File: src/shared/rsc_pkg.sv
// Purpose: constants, states and carriers of the resonant controller sequencer
// Assumes: clk runs at 125 MHz
// Notes: APB registers take one aligned 32-bit word each
`default_nettype none

package rsc_pkg;

  // ----------------------------------------
  // timing
  // ----------------------------------------
  localparam int unsigned CLK_FREQ_MHZ = 125;
  localparam int unsigned VCC_BLANK_US = 20;
  localparam int unsigned OT_BLANK_US = 20;
  localparam int unsigned START_PHASE_US = 50;
  localparam int unsigned SOFT_START_US = 500;
  localparam int unsigned AUTO_RECOVERY_US = 1000000;
  localparam int unsigned VCC_BLANK_CYC = VCC_BLANK_US * CLK_FREQ_MHZ;
  localparam int unsigned OT_BLANK_CYC = OT_BLANK_US * CLK_FREQ_MHZ;
  localparam int unsigned START_PHASE_CYC = START_PHASE_US * CLK_FREQ_MHZ;
  localparam int unsigned SOFT_START_CYC = SOFT_START_US * CLK_FREQ_MHZ;
  localparam int unsigned AUTO_RECOVERY_CYC = AUTO_RECOVERY_US * CLK_FREQ_MHZ;

  // ----------------------------------------
  // registers
  // ----------------------------------------
  localparam logic [7:0] CTRL_OFFSET = 8'h00;
  localparam logic [7:0] STATUS_OFFSET = 8'h04;
  localparam int unsigned CTRL_PERMIT_POS = 0;
  localparam logic CTRL_PERMIT_RESET = 1'b1;
  localparam int unsigned STATUS_STATE_POS = 0;
  localparam int unsigned STATUS_REASON_POS = 4;
  localparam int unsigned STATUS_OUT_POS = 8;
  localparam int unsigned STATUS_CMP_POS = 16;

  // ----------------------------------------
  // types
  // ----------------------------------------
  typedef enum logic [3:0] {
    RSC_OFF = 4'h0,
    RSC_CHARGE = 4'h1,
    RSC_BLANK = 4'h2,
    RSC_START = 4'h3,
    RSC_SOFT = 4'h4,
    RSC_RUN = 4'h5,
    RSC_SKIP = 4'h6,
    RSC_WAIT = 4'h7,
    RSC_RECOVER = 4'h8,
    RSC_LATCH = 4'h9
  } rscState_e;

  typedef enum logic [1:0] {
    RSC_WAIT_BULK = 2'h0,
    RSC_WAIT_VOLT = 2'h1,
    RSC_WAIT_SKIP = 2'h2,
    RSC_WAIT_SOFTWARE = 2'h3
  } rscReason_e;

  typedef struct packed {
    logic supplyOn;
    logic supplyOff;
    logic supplyReset;
    logic bulkGood;
    logic skipIn;
    logic skipOut;
    logic overload;
    logic overVolt;
    logic overTemp;
  } rscCmp_s;

  typedef struct packed {
    logic undervoltageMonitor;
    logic feedbackLoop;
    logic protect;
    logic frontStage;
    logic core;
  } rscBias_s;

endpackage : rsc_pkg

`default_nettype wire

File: src/design/rsc_sequencer.sv
// Purpose: operating-state sequencer of a half-bridge resonant controller
// Assumes: comparator levels arrive asynchronously; APB slave with zero wait states
// Notes: one clock; all outputs registered except the APB handshake
//
// What this block does
// - feedback below skip entry after first supply-on withholds startup like a brown-out.
// - overload stops switching; only the feedback loop stays biased.
// - after overload stop, startup source runs in dynamic self-supply mode.
// - after overload stop, a recovery timer counts the fixed auto-recovery delay.
// - when recovery delay expires, the startup current source recharges the supply.
// - clean restart runs a startup phase then a soft-start phase.
// - first supply-on biases monitor, feedback, protection, front-stage; mode output closes divider.
// - every supply-on starts a blanking period ignoring all fault inputs.
// - overvoltage present at blanking end keeps gate drivers disabled.
// - once blocking overvoltage clears, startup source recharges for a new attempt.
// - gate drivers authorised when blanking ends with no fault present.
// - at skip threshold only feedback and supply management stay on, no pulses.
// - at skip exit all blocks and gate drivers re-enabled for a burst.
// - during skip bursts the startup source stays off.
// - each skip burst starts an overtemperature blanking period.
// - supply below the off threshold in skip mode enters off-mode.
// - brown-out during burst disables drivers and protection, self-supply, waits bulk good.
// - while waiting after brown-out the front-stage mode output stays on.
// - after bulk good and supply-on, both blankings start then full startup.
// - over-limit input in operation latches off, feedback only, self-supply holds supply.
// - latched-off state clears only when supply falls below reset threshold.
`timescale 1ns/1ps
`default_nettype none

module rsc_sequencer #(
  parameter int unsigned CW = 28,
  parameter int unsigned VCC_BLANK = rsc_pkg::VCC_BLANK_CYC,
  parameter int unsigned OT_BLANK = rsc_pkg::OT_BLANK_CYC,
  parameter int unsigned START_PHASE = rsc_pkg::START_PHASE_CYC,
  parameter int unsigned SOFT_START = rsc_pkg::SOFT_START_CYC,
  parameter int unsigned AUTO_RECOVERY = rsc_pkg::AUTO_RECOVERY_CYC
) (
  input wire logic clk,
  input wire logic reset_n,
  input wire rsc_pkg::rscCmp_s cmpIn,
  input wire logic psel,
  input wire logic penable,
  input wire logic pwrite,
  input wire logic [7:0] paddr,
  input wire logic [31:0] pwdata,
  output logic [31:0] prdata,
  output logic pready,
  output logic pslverr,
  output rsc_pkg::rscBias_s biasEnable,
  output logic gateDriveOutputs,
  output logic startupSourceOn,
  output logic dynamicSelfSupply,
  output logic frontStageModeOutput
);
  import rsc_pkg::*;

  // ----------------------------------------
  // parameter checks
  // ----------------------------------------
  generate
    if (VCC_BLANK < 1 || OT_BLANK < 1 || START_PHASE < 1 || SOFT_START < 1
        || AUTO_RECOVERY < 1) begin : g_badMin
      $error("rsc_sequencer: every duration must be at least one cycle");
    end
    if (CW < 2 || CW > 31 || AUTO_RECOVERY >= (1 << CW) || VCC_BLANK >= (1 << CW)
        || SOFT_START >= (1 << CW) || START_PHASE >= (1 << CW)
        || OT_BLANK >= (1 << CW)) begin : g_badWidth
      $error("rsc_sequencer: counter width too small for a duration");
    end
  endgenerate

  // ----------------------------------------
  // input synchroniser
  // ----------------------------------------
  rscCmp_s cmpMeta_q;
  rscCmp_s cmp_q;

  always_ff @(posedge clk) begin
    if (!reset_n) begin
      cmpMeta_q <= '0;
      cmp_q <= '0;
    end else begin
      cmpMeta_q <= cmpIn;
      cmp_q <= cmpMeta_q;
    end
  end

  // ----------------------------------------
  // state and counters
  // ----------------------------------------
  rscState_e state_q;
  rscState_e state_d;
  rscReason_e reason_q;
  rscReason_e reason_d;
  logic [CW-1:0] phaseCnt_q;
  logic [CW-1:0] otCnt_q;
  logic permit_q;

  wire phaseDone = (phaseCnt_q == '0);
  wire otMask = (otCnt_q != '0);
  wire activeRun = (state_q == RSC_START) || (state_q == RSC_SOFT) || (state_q == RSC_RUN);
  wire limitFault = cmp_q.overVolt || (cmp_q.overTemp && !otMask);
  wire stateChange = (state_d != state_q);
  wire otStart = (state_d == RSC_BLANK && state_q != RSC_BLANK)
                 || (state_q == RSC_SKIP && state_d == RSC_RUN);
  wire [CW-1:0] phaseLoad = (state_d == RSC_BLANK) ? CW'(VCC_BLANK - 1) :
                            (state_d == RSC_START) ? CW'(START_PHASE - 1) :
                            (state_d == RSC_SOFT) ? CW'(SOFT_START - 1) :
                            (state_d == RSC_RECOVER) ? CW'(AUTO_RECOVERY - 1) : '0;

  always_comb begin
    state_d = state_q;
    reason_d = reason_q;
    unique case (state_q)
      RSC_OFF, RSC_CHARGE: begin
        if (cmp_q.supplyOn) begin
          state_d = RSC_BLANK;
        end
      end
      RSC_BLANK: begin
        if (phaseDone) begin
          if (cmp_q.overVolt) begin
            state_d = RSC_WAIT;
            reason_d = RSC_WAIT_VOLT;
          end else if (!cmp_q.bulkGood) begin
            state_d = RSC_WAIT;
            reason_d = RSC_WAIT_BULK;
          end else if (cmp_q.skipIn) begin
            state_d = RSC_WAIT;
            reason_d = RSC_WAIT_SKIP;
          end else if (!permit_q) begin
            state_d = RSC_WAIT;
            reason_d = RSC_WAIT_SOFTWARE;
          end else begin
            state_d = RSC_START;
          end
        end
      end
      RSC_WAIT: begin
        if ((reason_q == RSC_WAIT_VOLT && !cmp_q.overVolt)
            || (reason_q == RSC_WAIT_BULK && cmp_q.bulkGood)
            || (reason_q == RSC_WAIT_SKIP && !cmp_q.skipIn)
            || (reason_q == RSC_WAIT_SOFTWARE && permit_q)) begin
          state_d = RSC_CHARGE;
        end
      end
      RSC_START, RSC_SOFT, RSC_RUN: begin
        if (limitFault) begin
          state_d = RSC_LATCH;
        end else if (cmp_q.overload) begin
          state_d = RSC_RECOVER;
        end else if (cmp_q.supplyOff) begin
          state_d = RSC_OFF;
        end else if (state_q == RSC_START && phaseDone) begin
          state_d = RSC_SOFT;
        end else if (state_q == RSC_SOFT && phaseDone) begin
          state_d = RSC_RUN;
        end else if (state_q == RSC_RUN && !cmp_q.bulkGood) begin
          state_d = RSC_WAIT;
          reason_d = RSC_WAIT_BULK;
        end else if (state_q == RSC_RUN && cmp_q.skipIn) begin
          state_d = RSC_SKIP;
        end
      end
      RSC_SKIP: begin
        if (cmp_q.supplyOff) begin
          state_d = RSC_OFF;
        end else if (cmp_q.skipOut) begin
          state_d = RSC_RUN;
        end
      end
      RSC_RECOVER: begin
        if (phaseDone) begin
          state_d = RSC_CHARGE;
        end
      end
      RSC_LATCH: begin
        state_d = RSC_LATCH;
      end
      default: begin
        state_d = RSC_OFF;
      end
    endcase
    if (cmp_q.supplyReset) begin
      state_d = RSC_OFF;
    end
  end

  always_ff @(posedge clk) begin
    if (!reset_n) begin
      state_q <= RSC_OFF;
      reason_q <= RSC_WAIT_BULK;
    end else begin
      state_q <= state_d;
      reason_q <= reason_d;
    end
  end

  always_ff @(posedge clk) begin
    if (!reset_n) begin
      phaseCnt_q <= '0;
    end else if (stateChange) begin
      phaseCnt_q <= phaseLoad;
    end else if (!phaseDone) begin
      phaseCnt_q <= phaseCnt_q - 1'b1;
    end
  end

  always_ff @(posedge clk) begin
    if (!reset_n) begin
      otCnt_q <= '0;
    end else if (otStart) begin
      otCnt_q <= CW'(OT_BLANK - 1);
    end else if (otMask) begin
      otCnt_q <= otCnt_q - 1'b1;
    end
  end

  // ----------------------------------------
  // outputs
  // ----------------------------------------
  wire rscBias_s bias_d;
  logic gate_q;
  logic source_q;
  logic selfSupply_q;
  logic front_q;

  wire gate_d = (state_d == RSC_START) || (state_d == RSC_SOFT) || (state_d == RSC_RUN);
  wire source_d = (state_d == RSC_OFF) || (state_d == RSC_CHARGE);
  wire selfSupply_d = (state_d == RSC_WAIT) || (state_d == RSC_RECOVER)
                      || (state_d == RSC_LATCH);
  wire monitorOn_d = (state_d == RSC_CHARGE) || (state_d == RSC_BLANK)
                     || (state_d == RSC_WAIT) || gate_d;

  assign bias_d.undervoltageMonitor = monitorOn_d;
  assign bias_d.feedbackLoop = (state_d != RSC_OFF);
  assign bias_d.protect = (state_d == RSC_BLANK) || gate_d
                          || (state_d == RSC_WAIT && reason_d != RSC_WAIT_BULK);
  assign bias_d.frontStage = monitorOn_d;
  assign bias_d.core = gate_d;

  always_ff @(posedge clk) begin
    if (!reset_n) begin
      biasEnable <= '0;
      gate_q <= 1'b0;
      source_q <= 1'b0;
      selfSupply_q <= 1'b0;
      front_q <= 1'b0;
    end else begin
      biasEnable <= bias_d;
      gate_q <= gate_d;
      source_q <= source_d;
      selfSupply_q <= selfSupply_d;
      front_q <= monitorOn_d;
    end
  end

  assign gateDriveOutputs = gate_q;
  assign startupSourceOn = source_q;
  assign dynamicSelfSupply = selfSupply_q;
  assign frontStageModeOutput = front_q;

  // ----------------------------------------
  // APB slave
  // ----------------------------------------
  wire hitCtrl = (paddr == CTRL_OFFSET);
  wire hitStatus = (paddr == STATUS_OFFSET);
  wire setupPhase = psel && !penable;
  wire writeTake = psel && penable && pwrite && hitCtrl;
  wire [31:0] ctrlWord = {31'h0, permit_q};
  wire [31:0] statusWord = {7'h0, cmp_q, 3'h0, gate_q, source_q, selfSupply_q, front_q,
                            biasEnable.protect, 2'h0, reason_q, state_q};
  wire [31:0] readMux = hitCtrl ? ctrlWord : (hitStatus ? statusWord : 32'h0);

  always_ff @(posedge clk) begin
    if (!reset_n) begin
      permit_q <= CTRL_PERMIT_RESET;
      prdata <= 32'h0;
    end else begin
      if (writeTake) begin
        permit_q <= pwdata[CTRL_PERMIT_POS];
      end
      if (setupPhase) begin
        prdata <= readMux;
      end
    end
  end

  assign pready = 1'b1;
  assign pslverr = psel && penable && !(hitCtrl || hitStatus);
endmodule : rsc_sequencer

`default_nettype wire

File: config.mk
export PLATFORM = sky130hd
export DESIGN_NAME = rsc_sequencer
export DESIGN_NICKNAME = d
export VERILOG_FILES = /design/src/shared/rsc_pkg.sv /design/src/design/rsc_sequencer.sv
export SDC_FILE = /design/constraint.sdc
export NUM_CORES = 1
export LEC_CHECK = 0
export BUFFER_PORTS_ARGS = -buffer_cell sky130_fd_sc_hd__buf_2
export CORE_ASPECT_RATIO = 0.5
export CORE_MARGIN = 2
export CORE_UTILIZATION = 35
export CTS_CLUSTER_SIZE = 24
export DETAILED_ROUTE_END_ITERATION = 8
export HOLD_SLACK_MARGIN = 0.08
export SYNTH_ARGS = -nofsm -noshare
export SYNTH_HDL_FRONTEND = slang
export SYNTH_SLANG_ARGS = --single-unit
File: constraint.sdc
create_clock -name clk -period 4.69 [get_ports clk]
set_input_delay 0.938 -clock clk [delete_from_list [all_inputs] [get_ports clk]]
set_output_delay 0.938 -clock clk [all_outputs]
set_load 0.02 [all_outputs]
Yosys cells after proc, flatten, opt, wreduce, memory -nomap -nowiden
Cells that the tools add are included.

Output and inout bits: 43. Register bits: 119. Input bits: 54.

$add $sub $neg: 2. Bitwise gates (word level): 1. Muxes and demuxes: 41. Reduce and logical (&&, ||, !) cells: 51. Equality and inequality tests: 24.

Operators with widths (count): 2-to-1 mux 27 bit (4); 2-to-1 mux 28 bit (2); 2-to-1 mux 4 bit (14); subtractor 28 x 1 -> 28 bit (second input constant) (2); 2-to-1 mux 25 bit (2); equality test 4 x 3 -> 1 bit (second input constant) (7); logical NOT 28 bit (1); case mux 4 bit (7 select lines) (1); nonzero test 28 bit (1); 2-to-1 mux 12 bit (2); 2-to-1 mux 2 bit (11); logical AND 1 bit (17); equality test 4 x 2 -> 1 bit (second input constant) (4); equality test 4 bit (second input constant) (4); logical OR 1 bit (16); 2-to-1 mux 3 bit (4); equality test 4 x 1 -> 1 bit (second input constant) (2); equality test 8 x 3 -> 1 bit (second input constant) (1); logical NOT 4 bit (2); logical NOT 8 bit (1); logical NOT 1 bit (6); equality test 2 bit (second input constant) (2); inequality test 4 x 2 -> 1 bit (second input constant) (1); inequality test 4 bit (1); 9 further kinds (11).

Longest topological paths before layout
Depth after elaboration: 17. Depth in mapped cells: 12.

Least setup slack after synthesis
OpenSTA, ideal clock, no wires.

Kind: register to register. From: register phaseCnt_q[19]. To: register otCnt_q[7]. Setup slack: 1706 ps. Buffers on the path: 2. Stages on the path, launching flop included: 11. Setup time: 74 ps. Arrival time: 2910 ps. Cell sequence: dfxtp_1 -> or4_1 -> buf_2 -> or4_4 -> o2111a_2 -> a21oi_4 -> a21boi_2 -> o2bb2a_4 -> or3_1 -> buf_6 -> a31oi_4.

Longest elaborated chain between the ends: 13.

Ends and longest elaborated chain: start: declaration (RTL line rsc_sequencer.sv:95) `logic [CW-1:0] phaseCnt_q;`; start signal: assignment (RTL line rsc_sequencer.sv:203) `phaseCnt_q <= phaseLoad;`; start signal: assignment (RTL line rsc_sequencer.sv:205) `phaseCnt_q <= phaseCnt_q - 1'b1;`; logical NOT 28 bit (*) (RTL line rsc_sequencer.sv:99) `wire phaseDone = (phaseCnt_q == '0);`; logical AND 1 bit (RTL line rsc_sequencer.sv:156) `end else if (state_q == RSC_SOFT && phaseDone) begin`; 2-to-1 mux 4 bit (RTL line rsc_sequencer.sv:156); 2-to-1 mux 4 bit (RTL line rsc_sequencer.sv:154) `end else if (state_q == RSC_START && phaseDone) begin`; 2-to-1 mux 4 bit (RTL line rsc_sequencer.sv:152) `end else if (cmp_q.supplyOff) begin`; 2-to-1 mux 4 bit (RTL line rsc_sequencer.sv:150) `end else if (cmp_q.overload) begin`; 2-to-1 mux 4 bit (RTL line rsc_sequencer.sv:148) `if (limitFault) begin`; case mux 4 bit (7 select lines) (*) (RTL line rsc_sequencer.sv:114) `unique case (state_q)`; 2-to-1 mux 4 bit (*) (RTL line rsc_sequencer.sv:184) `if (cmp_q.supplyReset) begin`; equality test 4 x 2 -> 1 bit or equality test 4 x 3 -> 1 bit (tied branches) (RTL line rsc_sequencer.sv:104, rsc_sequencer.sv:105); logical AND 1 bit, on equally long branches (RTL line rsc_sequencer.sv:104, rsc_sequencer.sv:105); logical OR 1 bit (*) (RTL line rsc_sequencer.sv:105) `|| (state_q == RSC_SKIP && state_d == RSC_RUN);`; 2-to-1 mux 12 bit or nonzero test 2 bit (tied branches); end signal: assignment (RTL line rsc_sequencer.sv:213) `otCnt_q <= CW'(OT_BLANK - 1);`; end signal: assignment (RTL line rsc_sequencer.sv:215) `otCnt_q <= otCnt_q - 1'b1;`; end: declaration (RTL line rsc_sequencer.sv:96) `logic [CW-1:0] otCnt_q;`.

Mark *: on every way between the ends. The rest lies on a longest branch, timed or not. A chain may end at the register's enable or synchronous reset.

Worst setup path in the final report
From: register phaseCnt_q[19]. To: register phaseCnt_q[11].

Longest elaborated chain between the ends: 15.

Ends and longest elaborated chain: logical NOT 28 bit (*) (RTL line rsc_sequencer.sv:99); logical AND 1 bit (RTL line rsc_sequencer.sv:156); 2-to-1 mux 4 bit (RTL line rsc_sequencer.sv:156); 2-to-1 mux 4 bit (RTL line rsc_sequencer.sv:154); 2-to-1 mux 4 bit (RTL line rsc_sequencer.sv:152); 2-to-1 mux 4 bit (RTL line rsc_sequencer.sv:150); 2-to-1 mux 4 bit (RTL line rsc_sequencer.sv:148); case mux 4 bit (7 select lines) (RTL line rsc_sequencer.sv:114); 2-to-1 mux 4 bit (RTL line rsc_sequencer.sv:184); equality test 4 bit (RTL line rsc_sequencer.sv:109) `(state_d == RSC_RECOVER) ? CW'(AUTO_RECOVERY - 1) : '0;`; 2-to-1 mux 27 bit (RTL line rsc_sequencer.sv:109); 2-to-1 mux 27 bit (RTL line rsc_sequencer.sv:108) `(state_d == RSC_SOFT) ? CW'(SOFT_START - 1) :`; 2-to-1 mux 27 bit (RTL line rsc_sequencer.sv:107) `(state_d == RSC_START) ? CW'(START_PHASE - 1) :`; 2-to-1 mux 27 bit (RTL line rsc_sequencer.sv:106) `wire [CW-1:0] phaseLoad = (state_d == RSC_BLANK) ? CW'(VCC_BLANK - 1) :`; 2-to-1 mux 28 bit (RTL line rsc_sequencer.sv:202) `end else if (stateChange) begin`.

Marked as above.

==> impl_metrics.tcl <==
set metrics [dict create \
    wirelength_um 12200 \
    cts_sinks 107 \
    die_h_um 90.7 \
    synth_edf_count 0 \
    synthesis.area_mm2 0.00527 \
    seq_area_frac_synth_pct 40.7 \
    track_usage_pct 15.6 \
    initial_core_util_pct 36.1 \
    hpwlAfterDp_um 8870 \
    grt_pass1_vias 4150 \
    p_total_uw 3790 \
    crit_required_ns 4.92 \
    power.density_mw_per_mm2 641 \
    ir_drop_mv 0.287 \
    setup_tns_ns 0 \
    postCtsHoldBufs 0 \
    cpPeakStageDelay_ns 0.68 \
    grt_pass1_wl_um 20400 \
    synthFlopType "dfxtp_1" \
    grt_max_degree 44 \
    cts_max_level 3 \
    core.rowCount 31 \
    crit_slowest_cell "or4_1" \
    numPortBuffers 52 \
    cts.repair.resized 0 \
    finalCritPeriodShare_pct 77.6 \
    ios 97 \
    cp-start-kind "register" \
    path_cells "or4_1 > nor4_2 > and2_1 > a32oi_1 > a21oi_4 > xor2_2 > nor2_1 > o311a_1" \
    cts-root-buf "clkbuf_16" \
    syn_avg_cell_area_um2 8.70 \
    fin_cells 844 \
    overflow 0 \
    synthToLayoutAreaGrowth_pct 12.3 \
    slew_viol_final 0 \
    die_area_mm2 0.0161 \
    worst_pin_slew_ns 0.839 \
    crit_fanout 8 \
    drive_above_1_share_pct 14.6 \
    slew_headroom_pct 44.1 \
    num_vias 4381 \
    place_inst 828 \
    async_flop_share_pct 0 \
    final_nets 699 \
    min_path_type "register to register" \
    ant_nets 0 \
    yosysUniqueCellTypes 72 \
    worstSetupEndpointType "register" \
    finalCriticalPeriod_ns 3.64 \
    post_cts_buffers 0 \
    yosysWarnings 0 \
    maxCapViolations 0 \
    crit_buf_inv 0 \
    drt_iter0_drc 317 \
    wl_per_cell_um 14.5 \
    via_per_inst 5.19 \
    clk_pin_slew_ns 0.07 \
    crit_arrival_ns 3.87 \
    outcome "finished, final reports clean" \
    die_w_um 177 \
    final_core_util_pct 40.5 \
    drc 0 \
    cts_buffers 9 \
    antenna_cells 0 \
    holdWs_ns 0.432 \
    syn_inst 605 \
    core_mm2 0.0146 \
    rsz0062_at_grt "false" \
    critPathTopFamily "simple AND/OR/NAND/NOR gates" \
    first_pass_iters 4 \
    tritoncts "built" \
    hold_viol 0 \
    yosys_register_bits 107 \
    max-clock-path-buffers 2 \
    leakage_uw 0.00228 \
    place_congestion 0.891 \
    antenna_found_initial 0 \
    finClkSkew_ns 0.00895 \
    critical_path_class "register to register" \
    max_freq_mhz 275 \
    clock_latency_ns 0.34 \
    final-setup-viol-count 0 \
]
## metal layers
metal | vias to the layer above | track usage [%] | share of wire [%]
met4 | 0 | 4.03 | 0.81
li1 | 2212 | - | -
met2 | 74 | 25.5 | 47
met1 | 2087 | 20.6 | 47
met3 | 8 | 3.91 | 4.5
met5 | - | 0 | 0
## worst paths after layout
check | startpoint | end | slack, ns | cells after the start
setup reg to reg | phaseCnt_q[19] | phaseCnt_q[11] | 1.05 | 8
setup / recovery | phaseCnt_q[19] | phaseCnt_q[11] | 1.05 | 8
hold reg to reg | cmpMeta_q[6] | cmp_q[6] | 0.43 | 1
hold / removal | cmpMeta_q[6] | cmp_q[6] | 0.43 | 1
## placed cells by master (no fill, tap or decap), drive strengths merged, types with 3 or more instances in the layout
| cell | synthesis | routed |
|---|---|---|
| a211oi | 8 | 8 |
| a21oi | 25 | 25 |
| a22oi | 20 | 20 |
| a31oi | 6 | 6 |
| and2 | 26 | 26 |
| and4b | 3 | 3 |
| buf | 25 | 56 |
| clkbuf | 17 | 10 |
| clkinv | 1 | 4 |
| conb | 2 | 13 |
| dfxtp | 107 | 107 |
| ha | 4 | 4 |
| inv | 12 | 14 |
| mux2i | 4 | 4 |
| nand2 | 30 | 30 |
| nand2b | 7 | 7 |
| nand3 | 12 | 12 |
| nand4 | 9 | 9 |
| nor2 | 76 | 76 |
| nor2b | 8 | 8 |
| nor3 | 31 | 31 |
| nor3b | 3 | 3 |
| nor4 | 20 | 20 |
| o211ai | 5 | 5 |
| o21a | 7 | 7 |
| o21ai | 24 | 24 |
| o31ai | 6 | 6 |
| or3 | 11 | 11 |
| or4 | 8 | 8 |
| xnor2 | 36 | 36 |
| xor2 | 15 | 15 |
## final cells by class
type | instances | area, um2
sequential | 107 | 2140
fill | 1503 | 8670
timing repair buffer | 56 | 290
inverter | 13 | 48.8
clock inverter | 6 | 73.8
tap | 198 | 248
multi-input combinational | 454 | 2880
clock buffer | 10 | 229
## cell usage after synthesis, drive strengths merged (3+ instances only)
cell / instances / area (um2)
or4: 8 / 67.6
clkbuf: 17 / 63.8
and4b: 3 / 30.0
nor3b: 3 / 22.5
o211ai: 5 / 42.5
nand4: 9 / 56.3
nor2b: 8 / 50.1
dfxtp: 107 / 2140
buf: 25 / 170
nor2: 76 / 285
nor3: 31 / 155
o31ai: 6 / 58.8
a22oi: 20 / 150
mux2i: 4 / 40.0
xnor2: 36 / 315
or3: 11 / 70.1
a21oi: 25 / 166
a31oi: 6 / 52.6
nor4: 20 / 131
ha: 4 / 50.1
xor2: 15 / 139
o21ai: 24 / 120
nand2b: 7 / 43.8
inv: 12 / 45.0
o21a: 7 / 52.6
a211oi: 8 / 60.1
nand2: 30 / 113
nand3: 12 / 60.1
and2: 26 / 164
## per-stage QoR
| step | setup slack, ns | instance area, um2 |
|---|---|---|
| 2_1_floorplan | 1.71 | 5310 |
| 5_1_grt | 0.833 | 5910 |
| 4_1_cts | 1.09 | 5910 |
| 3_3_place_gp | 1.13 | 5610 |
| 6_report | 1.05 | 5910 |
| 3_5_place_dp | 1.09 | 5610 |
## sequential cells by signal, indices dropped and copies added, names as in the netlist
name	cells
startupSourceOn	1
frontStageModeOutput	1
state_q	4
cmp_q	9
otCnt_q	28
gateDriveOutputs	1
cmpMeta_q	9
reason_q	2
phaseCnt_q	28
dynamicSelfSupply	1
biasEnable	2
permit_q	1
prdata	20
## cells by family after synthesis
| group | after synthesis | synth area share [%] |
|---|---|---|
| mux | 4 | 0.760 |
| fa+ha+maj | 4 | 0.951 |
| flops | 107 | 40.7 |
| compound gates | 126 | 17.8 |
| buf+inv | 55 | 5.37 |
| xor+xnor | 51 | 8.63 |
| simple gates | 256 | 25.6 |
| other cells | 2 | 0.143 |
## power breakdown
| group | internal [uW] | leakage (uW) | total [uW] | switching [uW] |
|---|---|---|---|---|
| combinational | 707 | 0.00126 | 1680 | 968 |
| sequential | 1130 | 0.000873 | 1350 | 222 |
| clock | 421 | 0.000148 | 763 | 342 |
| total | 2260 | 0.00228 | 3790 | 1530 |
Note: power is estimated with default switching activity, not from simulation.
